`src/port_ctl_pkg.sv`:
```
// Constants, register map and types for the port direction and wake block
//
// Contract
// - Nibble wake bit enables its four-pin group
// - Seven-pin Port B upper bit covers pins six-four
// - Port E pin one never wakes
// - Largest variant upper Port E bit covers five-four
// - Port A edge bit: 0 rising, 1 falling
// - Pin n maps to direction bit n
// - Direction 1: input, read returns pin level
// - Direction 0: CMOS output drives data latch
// - Output pin read returns latch, not pin
// - Direction changes act immediately, no reset needed
// - Unimplemented bits ignore writes, read zero
// - Supply code 0x main, 10 io, 11 regulator
// - Supply select on Port A and D[7:4]
// - Largest Port E direction bits five-zero
// - Each Port A pin has wake enable
// - Qualifying edge on enabled pin raises wake
// - After reset latches and directions read one
package port_ctl_pkg;

  // ==========================================================
  // Register map (word indices on the plain port)
  localparam logic [4:0] a_data_idx    = 5'h00;
  localparam logic [4:0] b_data_idx    = 5'h01;
  localparam logic [4:0] c_data_idx    = 5'h02;
  localparam logic [4:0] d_data_idx    = 5'h03;
  localparam logic [4:0] e_data_idx    = 5'h04;
  localparam logic [4:0] a_dir_idx     = 5'h05;
  localparam logic [4:0] b_dir_idx     = 5'h06;
  localparam logic [4:0] c_dir_idx     = 5'h07;
  localparam logic [4:0] d_dir_idx     = 5'h08;
  localparam logic [4:0] e_dir_idx     = 5'h09;
  localparam logic [4:0] a_wake_idx    = 5'h0a;
  localparam logic [4:0] nib_wake_idx  = 5'h0b;
  localparam logic [4:0] a_edge_idx    = 5'h0c;
  localparam logic [4:0] a_sup_lo_idx  = 5'h0d;
  localparam logic [4:0] a_sup_hi_idx  = 5'h0e;
  localparam logic [4:0] d_sup_idx     = 5'h0f;
  localparam logic [4:0] irq_stat_idx  = 5'h10;
  localparam logic [4:0] irq_mask_idx  = 5'h11;

  // ==========================================================
  // Implemented bit masks for the largest variant
  localparam logic [7:0] full_mask     = 8'hff;
  localparam logic [7:0] porte_mask    = 8'h3f;
  localparam logic [7:0] zero_byte     = 8'h00;
  localparam logic [7:0] ones_byte     = 8'hff;
  localparam logic [7:0] porte_wake_ok = 8'h3d;

  // Nibble wake enable field positions
  localparam int nib_b_lo = 0;
  localparam int nib_b_hi = 1;
  localparam int nib_c_lo = 2;
  localparam int nib_c_hi = 3;
  localparam int nib_d_lo = 4;
  localparam int nib_d_hi = 5;
  localparam int nib_e_lo = 6;
  localparam int nib_e_hi = 7;

  // Interrupt status bit positions
  localparam int irq_wake_bit = 0;
  localparam int irq_dir_bit  = 1;
  localparam logic [7:0] irq_mask_bits = 8'h03;

  // ==========================================================
  // Supply source codes
  typedef enum logic [1:0] {
    sup_main0 = 2'b00,
    sup_main1 = 2'b01,
    sup_io    = 2'b10,
    sup_reg33 = 2'b11
  } supply_code_t;

  // Decoded one-hot supply choice for a pin
  typedef struct packed {
    logic main_rail;
    logic io_rail;
    logic reg_rail;
  } supply_sel_t;

  // Five ports of eight bits
  typedef struct packed {
    logic [7:0] e;
    logic [7:0] d;
    logic [7:0] c;
    logic [7:0] b;
    logic [7:0] a;
  } port_bus_t;

  // Register port request
  typedef struct packed {
    logic [4:0] addr;
    logic [7:0] wdata;
    logic       wr;
    logic       rd;
  } reg_req_t;

endpackage : port_ctl_pkg

```
`src/port_direction_wake_select.sv`:
```
// Port direction, read-back and wake logic for Ports A to E, supply-select logic for Port A and Port D
`timescale 1ns/100ps
`default_nettype none

module port_direction_wake_select (
  // Clock and reset
  input  wire logic                          sys_clk,
  input  wire logic                          rst_b,
  // Register port
  input  wire port_ctl_pkg::reg_req_t        req,
  output logic [7:0]                         rdata,
  // Pads
  input  wire port_ctl_pkg::port_bus_t       pin_in,
  output port_ctl_pkg::port_bus_t            pin_out,
  output port_ctl_pkg::port_bus_t            pin_oe,
  // Supply selection, Port A pins 0-7 then Port D pins 4-7
  output port_ctl_pkg::supply_sel_t [11:0]   pin_supply,
  // Power-mode controller and interrupt
  output logic                               wake_req,
  output logic                               irq
);

  // ==========================================================
  // Registers
  port_ctl_pkg::port_bus_t data_latch;
  port_ctl_pkg::port_bus_t dir;
  logic [7:0]  a_wake_en;
  logic [7:0]  nib_wake;
  logic [7:0]  a_edge;
  logic [7:0]  a_sup_lo;
  logic [7:0]  a_sup_hi;
  logic [7:0]  d_sup;
  logic [7:0]  irq_stat;
  logic [7:0]  irq_mask;

  // ==========================================================
  // Pin input synchronisers: three stages, change counted when 2 and 3 agree
  logic [39:0] sync1;
  logic [39:0] sync2;
  logic [39:0] sync3;
  logic [39:0] pin_level;
  // Warm-up chain: one stage per flop between the pad and level_prev
  logic [3:0]  warm;
  logic        primed;

  always_ff @(posedge sys_clk or negedge rst_b) begin
    if (!rst_b) begin
      sync1     <= '0;
      sync2     <= '0;
      sync3     <= '0;
      pin_level <= '0;
    end else begin
      sync1 <= pin_in;
      sync2 <= sync1;
      sync3 <= sync2;
      if (sync2 == sync3 || !warm[3]) begin
        pin_level <= sync3;
      end
    end
  end

  // Edges stay blanked until level_prev holds a real pad sample, so a pad
  // that idles high is not taken for a rising edge after reset
  always_ff @(posedge sys_clk or negedge rst_b) begin
    if (!rst_b) begin
      warm   <= '0;
      primed <= 1'b0;
    end else begin
      warm   <= {warm[2:0], 1'b1};
      primed <= warm[3];
    end
  end

  // ==========================================================
  // Address decode
  wire w_a_data  = req.wr && req.addr == port_ctl_pkg::a_data_idx;
  wire w_b_data  = req.wr && req.addr == port_ctl_pkg::b_data_idx;
  wire w_c_data  = req.wr && req.addr == port_ctl_pkg::c_data_idx;
  wire w_d_data  = req.wr && req.addr == port_ctl_pkg::d_data_idx;
  wire w_e_data  = req.wr && req.addr == port_ctl_pkg::e_data_idx;
  wire w_a_dir   = req.wr && req.addr == port_ctl_pkg::a_dir_idx;
  wire w_b_dir   = req.wr && req.addr == port_ctl_pkg::b_dir_idx;
  wire w_c_dir   = req.wr && req.addr == port_ctl_pkg::c_dir_idx;
  wire w_d_dir   = req.wr && req.addr == port_ctl_pkg::d_dir_idx;
  wire w_e_dir   = req.wr && req.addr == port_ctl_pkg::e_dir_idx;
  wire w_a_wake  = req.wr && req.addr == port_ctl_pkg::a_wake_idx;
  wire w_nib     = req.wr && req.addr == port_ctl_pkg::nib_wake_idx;
  wire w_a_edge  = req.wr && req.addr == port_ctl_pkg::a_edge_idx;
  wire w_a_sl    = req.wr && req.addr == port_ctl_pkg::a_sup_lo_idx;
  wire w_a_sh    = req.wr && req.addr == port_ctl_pkg::a_sup_hi_idx;
  wire w_d_sup   = req.wr && req.addr == port_ctl_pkg::d_sup_idx;
  wire w_stat    = req.wr && req.addr == port_ctl_pkg::irq_stat_idx;
  wire w_mask    = req.wr && req.addr == port_ctl_pkg::irq_mask_idx;

  // Port E bits 7-6 are not implemented: masked on write
  wire [7:0] e_wdata = req.wdata & port_ctl_pkg::porte_mask;

  // ==========================================================
  // Data latches and direction registers; direction acts next cycle
  always_ff @(posedge sys_clk or negedge rst_b) begin
    if (!rst_b) begin
      // Port E bits 7-6 do not exist, so they must not come up driven
      data_latch <= {port_ctl_pkg::porte_mask,
                     {4{port_ctl_pkg::ones_byte}}};
      dir        <= {port_ctl_pkg::porte_mask,
                     {4{port_ctl_pkg::ones_byte}}};
    end else begin
      if (w_a_data) data_latch.a <= req.wdata;
      if (w_b_data) data_latch.b <= req.wdata;
      if (w_c_data) data_latch.c <= req.wdata;
      if (w_d_data) data_latch.d <= req.wdata;
      if (w_e_data) data_latch.e <= e_wdata;
      if (w_a_dir)  dir.a        <= req.wdata;
      if (w_b_dir)  dir.b        <= req.wdata;
      if (w_c_dir)  dir.c        <= req.wdata;
      if (w_d_dir)  dir.d        <= req.wdata;
      if (w_e_dir)  dir.e        <= e_wdata;
    end
  end

  // ==========================================================
  // Wake and supply configuration
  always_ff @(posedge sys_clk or negedge rst_b) begin
    if (!rst_b) begin
      a_wake_en <= port_ctl_pkg::zero_byte;
      nib_wake  <= port_ctl_pkg::zero_byte;
      a_edge    <= port_ctl_pkg::zero_byte;
      a_sup_lo  <= port_ctl_pkg::zero_byte;
      a_sup_hi  <= port_ctl_pkg::zero_byte;
      d_sup     <= port_ctl_pkg::zero_byte;
      irq_mask  <= port_ctl_pkg::zero_byte;
    end else begin
      if (w_a_wake) a_wake_en <= req.wdata;
      if (w_nib)    nib_wake  <= req.wdata;
      if (w_a_edge) a_edge    <= req.wdata;
      if (w_a_sl)   a_sup_lo  <= req.wdata;
      if (w_a_sh)   a_sup_hi  <= req.wdata;
      if (w_d_sup)  d_sup     <= req.wdata;
      if (w_mask)   irq_mask  <= req.wdata & port_ctl_pkg::irq_mask_bits;
    end
  end

  // ==========================================================
  // Pad drive: output enable is the inverse of the direction bit, except Port E bits 7-6 which are held off
  always_ff @(posedge sys_clk or negedge rst_b) begin
    if (!rst_b) begin
      pin_out <= '0;
      pin_oe  <= '0;
    end else begin
      pin_out <= data_latch & ~dir;
      pin_oe  <= ~dir & {port_ctl_pkg::porte_mask,
                         {4{port_ctl_pkg::full_mask}}};
    end
  end

  // ==========================================================
  // Read-back: input pins show level, output pins show latch
  wire [39:0] port_view = (pin_level & dir) | (data_latch & ~dir);

  logic [7:0] next_rdata;
  always_comb begin
    next_rdata = port_ctl_pkg::zero_byte;
    if (req.rd) begin
      unique case (req.addr)
        port_ctl_pkg::a_data_idx:   next_rdata = port_view[7:0];
        port_ctl_pkg::b_data_idx:   next_rdata = port_view[15:8];
        port_ctl_pkg::c_data_idx:   next_rdata = port_view[23:16];
        port_ctl_pkg::d_data_idx:   next_rdata = port_view[31:24];
        port_ctl_pkg::e_data_idx:   next_rdata = port_view[39:32]
                                      & port_ctl_pkg::porte_mask;
        port_ctl_pkg::a_dir_idx:    next_rdata = dir.a;
        port_ctl_pkg::b_dir_idx:    next_rdata = dir.b;
        port_ctl_pkg::c_dir_idx:    next_rdata = dir.c;
        port_ctl_pkg::d_dir_idx:    next_rdata = dir.d;
        port_ctl_pkg::e_dir_idx:    next_rdata = dir.e;
        port_ctl_pkg::a_wake_idx:   next_rdata = a_wake_en;
        port_ctl_pkg::nib_wake_idx: next_rdata = nib_wake;
        port_ctl_pkg::a_edge_idx:   next_rdata = a_edge;
        port_ctl_pkg::a_sup_lo_idx: next_rdata = a_sup_lo;
        port_ctl_pkg::a_sup_hi_idx: next_rdata = a_sup_hi;
        port_ctl_pkg::d_sup_idx:    next_rdata = d_sup;
        port_ctl_pkg::irq_stat_idx: next_rdata = irq_stat;
        port_ctl_pkg::irq_mask_idx: next_rdata = irq_mask;
        default:                    next_rdata = port_ctl_pkg::zero_byte;
      endcase
    end
  end

  always_ff @(posedge sys_clk or negedge rst_b) begin
    if (!rst_b) begin
      rdata <= port_ctl_pkg::zero_byte;
    end else begin
      rdata <= next_rdata;
    end
  end

  // ==========================================================
  // Wake enable per pin
  wire [3:0] nib_b_lo = {4{nib_wake[port_ctl_pkg::nib_b_lo]}};
  wire [3:0] nib_b_hi = {4{nib_wake[port_ctl_pkg::nib_b_hi]}};
  wire [3:0] nib_c_lo = {4{nib_wake[port_ctl_pkg::nib_c_lo]}};
  wire [3:0] nib_c_hi = {4{nib_wake[port_ctl_pkg::nib_c_hi]}};
  wire [3:0] nib_d_lo = {4{nib_wake[port_ctl_pkg::nib_d_lo]}};
  wire [3:0] nib_d_hi = {4{nib_wake[port_ctl_pkg::nib_d_hi]}};
  wire [3:0] nib_e_lo = {4{nib_wake[port_ctl_pkg::nib_e_lo]}};
  wire [3:0] nib_e_hi = {4{nib_wake[port_ctl_pkg::nib_e_hi]}};
  wire [39:0] wake_en = {
    {nib_e_hi, nib_e_lo} & port_ctl_pkg::porte_wake_ok,
    nib_d_hi, nib_d_lo,
    nib_c_hi, nib_c_lo,
    nib_b_hi, nib_b_lo,
    a_wake_en
  };

  // ==========================================================
  // Edge detection: Port A follows its edge bit, others wake on fall
  logic [39:0] level_prev;
  always_ff @(posedge sys_clk or negedge rst_b) begin
    if (!rst_b) begin
      level_prev <= '0;
    end else begin
      level_prev <= pin_level;
    end
  end

  wire [39:0] fall_pref = {{4{port_ctl_pkg::ones_byte}}, a_edge};
  wire [39:0] rose = pin_level & ~level_prev;
  wire [39:0] fell = ~pin_level & level_prev;
  wire [39:0] hit  = ((rose & ~fall_pref) | (fell & fall_pref))
                     & wake_en;
  wire        any_hit = primed && (|hit);

  // Wake request is a registered level pulse for the mode controller
  always_ff @(posedge sys_clk or negedge rst_b) begin
    if (!rst_b) begin
      wake_req <= 1'b0;
    end else begin
      wake_req <= any_hit;
    end
  end

  // ==========================================================
  // Interrupt status: set wins over a write-one clear
  wire dir_written = w_a_dir | w_b_dir | w_c_dir | w_d_dir | w_e_dir;
  wire [7:0] set_bits = {6'h00, dir_written, any_hit};
  wire [7:0] clr_bits = w_stat ? req.wdata : port_ctl_pkg::zero_byte;

  always_ff @(posedge sys_clk or negedge rst_b) begin
    if (!rst_b) begin
      irq_stat <= port_ctl_pkg::zero_byte;
      irq      <= 1'b0;
    end else begin
      irq_stat <= ((irq_stat & ~clr_bits) | set_bits)
                  & port_ctl_pkg::irq_mask_bits;
      irq      <= |(irq_stat & irq_mask);
    end
  end

  // ==========================================================
  // Supply decode: 0x main rail, 10 io rail, 11 regulator
  wire [23:0] sup_codes = {d_sup, a_sup_hi, a_sup_lo};
  port_ctl_pkg::supply_sel_t [11:0] next_supply;

  genvar g;
  generate
    for (g = 0; g < 12; g++) begin : g_sup
      port_ctl_pkg::supply_code_t code;
      assign code = port_ctl_pkg::supply_code_t'(sup_codes[2*g +: 2]);
      assign next_supply[g].main_rail =
        code == port_ctl_pkg::sup_main0 || code == port_ctl_pkg::sup_main1;
      assign next_supply[g].io_rail  = code == port_ctl_pkg::sup_io;
      assign next_supply[g].reg_rail = code == port_ctl_pkg::sup_reg33;
    end
  endgenerate

  always_ff @(posedge sys_clk or negedge rst_b) begin
    if (!rst_b) begin
      pin_supply <= {12{3'b100}};
    end else begin
      pin_supply <= next_supply;
    end
  end

endmodule : port_direction_wake_select

`default_nettype wire

```
`config.mk`:
```
export PLATFORM = sky130hd
export DESIGN_NAME = port_direction_wake_select
export DESIGN_NICKNAME = d
export VERILOG_FILES = /design/src/port_ctl_pkg.sv /design/src/port_direction_wake_select.sv
export SDC_FILE = /design/constraint.sdc
export NUM_CORES = 1
export LEC_CHECK = 0
export BUFFER_PORTS_ARGS = -buffer_cell sky130_fd_sc_hd__buf_4
export CORE_MARGIN = 2
export CORE_UTILIZATION = 58
export DETAILED_ROUTE_END_ITERATION = 8
export PLACE_DENSITY = 0.84
export SLEW_MARGIN = 15
export SYNTH_ARGS = -nofsm -noshare
export SYNTH_HDL_FRONTEND = slang
export SYNTH_SLANG_ARGS = --single-unit
```
`constraint.sdc`:
```
create_clock -name sys_clk -period 2.4 [get_ports sys_clk]
set_clock_uncertainty 0.2 [all_clocks]
set_input_delay 0.6 -clock sys_clk [delete_from_list [all_inputs] [get_ports sys_clk]]
set_output_delay 0.6 -clock sys_clk [all_outputs]
set_load 0.005 [all_outputs]
```
==> metrics.md <==
| Metric | Value |
|---|---|
| Routed Antenna Nets | `0` |
| Non-filler cells, final | `1,771` |
| Clock share of power | `0.356` |
| Setup WS post-layout | `-4.335 ps` |
| Die width | `between 150 and 200 um` |
| Synth Instances | `1,068` |
| Worst skew pair latency | `540 ps` |
| IO buf count | `178` |
| Max Cap Viol | `0` |
| Logic pwr share | `0.125` |
| Antenna violations before repair | `0` |
| Crit. End Element | `flip-flop` |
| CP bufs+invs | `2` |
| Sw Ratio | `0.2488` |
| Placed cells | `1,652` |
| Slew @ Worst Pin | `593.5 ps` |
| Post-layout min period | `2404 ps` |
| First-pass GRT wire length | `64.30 mm` |
| Tot Pwr | `~19 mW` |
| CP top delay family | `simple AND/OR/NAND/NOR gates` |
| Syn avg cell area | `about 15 sq um` |
| HP Class | `reg2reg` |
| Crit path arrival time | `2620 ps` |
| Crit path cell chain | `xor2_1 -> nor4_2 -> nand4_1 -> o21ai_4 -> buf_4 -> clkbuf_16 -> mux2_2` |
| Via Count | `10,030` |
| Pre-antenna DRT Iters | `5` |
| Reg-to-reg setup timing slack | `-4 ps` |
| Core area | `27,030 sq um` |
| Row cnt | `60` |
| Leak | `9.274 nW` |
| CTS tree | `built` |
| EDFF count, synth | `0` |
| Pre-CTS setup slack | `-112.2 ps` |
| Drt drc | `0` |
| Congestion Overflow GR | `0` |
| WS Path Type | `reg2reg` |
| GRT Total Usage | `0.3038` |
| Worst vdd ir | `0.8016 mV` |
| Area taken by multi-input logic gates | `4349 sq um` |
| Drt via density | `5.664` |
| Largest net degree at the start of global routing | `83` |
| Fill count | `1,672` |
| Hold violation total from the final report | `0` |
| Crit-path max cell delay | `approximately 390 ps` |
| Max Root-Sink Buffers | `3` |
| WHS | `147.1 ps` |
| Final Slew Violations | `0` |
| Synthesis-to-layout area growth | `26.97%` |
| Failing checks | `negative setup slack` |
| Final core occ | `0.7532` |
| Crit path required time | `2620 ps` |
| Die height | `170.3 um` |
| Outcome | `finished with violations` |
| Crit Path Max Fanout | `9` |
| Register area | `11,370 sq um` |
| Post-synthesis sequential area ratio | `0.7093` |
| Ports | `183` |
| H-Tree Depth | `2` |
| GPL Wtd Cong | `0.9633` |
| ANT cells | `0` |
| Flops & latches, synth | `450` |
| Async set-reset flop share out of synthesis | `1.000` |
| CTS Root Cell | `clkbuf_16` |
| Final #Nets | `approximately 1,500` |
| Cell Int Power | `13.90 mW` |
| Setup TNS | `-4.335 ps` |
| Final instance area | `between 20,000 and 25,000 sq um` |
| WL/cell | `24.13 um` |
| Initial Utilization | `0.5932` |
| Worst path slowest cell | `dfrtp_1` |
| Total clock sinks | `450` |
| Cell variety after synth | `between 50 and 60` |
| Main synth FF type | `dfrtp_1` |
| Layout cell share with drive strength beyond 1 | `0.4301` |
| RSZ-0062 raised after global routing | `true` |
| Mapped Area | `16,030 sq um` |
| Relative slew slack | `0.6022` |
| Clk pin slew, worst setup/hold paths | `60 ps` |
| Sw power | `around 4.6 mW` |
| TritonCTS Buffers | `42` |
| Total die area | `28,990 sq um` |
| Iter 0 DRT Violations | `899` |
| Routed WL | `42.73 mm` |
| Vias in the first global route | `between 10,000 and 15,000` |
| Syn. warnings | `0` |
| Count of final setup violators | `1` |
| Post-DP HPWL | `29.33 mm` |
| Sequential Power Share | `0.519` |
| Final Cycle Share | `1.002` |
| Cell Area, Placed | `approximately 18,000 sq um` |
| Worst setup SP type | `flip-flop` |
| Pwr per Cell Area | `909.3 nW/um^2` |
| Max Clock Freq | `415.9 MHz` |
cell usage after synthesis (10+ instances only):
| master | n | area (sq um) |
|---|---|---|
| and2_1 | 12 | 75.07 |
| nand2_1 | 21 | 78.83 |
| xnor2_1 | 16 | 140.1 |
| a22oi_1 | 23 | 172.7 |
| inv_1 | 60 | 225.2 |
| o21ai_0 | 13 | 65.06 |
| nor2b_1 | 54 | 337.8 |
| xor2_1 | 24 | 210.2 |
| dfrtp_1 | 362 | 9059 |
| a21oi_1 | 37 | 185.2 |
| a221oi_1 | 11 | 96.34 |
| mux2_2 | 164 | 1847 |
| nand4_1 | 10 | 62.56 |
| dfstp_2 | 88 | 2312 |
| nor2_1 | 24 | 90.09 |
final cells by class:
class / count / share of cell area
Sequential cell: 450 / 0.5586
Tap cell: 341 / 0.02096
Clock inverter: 12 / 0.006946
Inverter: 61 / 0.01125
Timing Repair Buffer: 311 / 0.1290
Multi-Input combinational cell: 535 / 0.2137
Clock buffer: 61 / 0.05962
worst paths after layout:
check	start	depth (start not counted)	endpoint
max	sync3[15]	7	pin_level[34]
min	sync1[35]	0	sync2[35]
max reg2reg	sync3[15]	7	pin_level[34]
min reg2reg	sync1[35]	0	sync2[35]
max in group asynchronous	rst_b	3	data_latch[23]
min in group asynchronous	rst_b	2	pin_oe[32]
power by group through the flow:
| stage | registers, mW | clock network (mW) | logic, mW |
|---|---|---|---|
| 2_1_floorplan | 9.41 | 0 | 0.976 |
| 3_3_place_gp | 9.63 | 0 | 2.17 |
| 3_5_place_dp | 9.69 | 0 | 2.23 |
| 4_1_cts | 9.57 | 6.63 | 2.32 |
| 5_1_grt | 9.70 | 6.99 | 2.51 |
| 6_report | 9.60 | 6.59 | 2.32 |
cells by family after synthesis:
group | after synthesis | share of synthesized area
multiplexers | 164 | 0.1152
flip-flops | 450 | 0.7093
other | 2 | 0.0004684
AND/OR/NAND/NOR | 191 | 0.07290
XOR/XNOR | 40 | 0.02185
buffers and inverters | 86 | 0.02294
AO/OA/AOI/OAI | 135 | 0.05736
placed cells by master, fill, tap and decap left out, drive strengths merged, types with 11 or more instances in the layout:
master and n:
nor3 12, nand2 27, mux2 164, buf 268
dfstp 88, o21ai 14, a21oi 37, xor2 24
dfrtp 362, a22oi 23, and2 12, dlygate4sd3 41
inv 62, clkbuf 63, nor2 27, a221oi 11
xnor2 16, nor2b 54
routing by layer:
layer  GRT usage  vias up  part of all wire
li1            -     4353                 -
met4      0.1163        0             0.039
met3     0.05047      109             0.063
met5           0        -                 0
met2      0.5134      440              0.51
met1      0.3988     5129              0.39
timing repair:
item                                   in CTS  in global routing
buffers inserted                            1                  1
setup endpoints to repair                  38                 38
pin swaps                                   2                  4
resized for setup                           2                  5
hold buffers                               41                  0
endpoints found under the hold margin      65                  0
gates cloned                                1                  2
worst reg2reg max path, stage by stage, from the launching register on:
cell,delay [ps]
dfrtp_1,390
xor2_1,180
nor4_2,360
nand4_1,250
o21ai_4,220
buf_4,170
clkbuf_16,170
mux2_2,340
flip-flops by register name, summed over array words and instances (netlist names):
name	cells
a_edge	8
a_sup_hi	8
a_sup_lo	8
a_wake_en	8
d_sup	8
data_latch	38
dir	38
irq	1
irq_mask	2
irq_stat	2
level_prev	37
nib_wake	8
pin_level	38
pin_oe	38
pin_out	38
pin_supply	36
primed	1
rdata	8
sync1	40
sync2	40
sync3	40
wake_req	1
warm	4
Power figures use the tool's default switching activity.
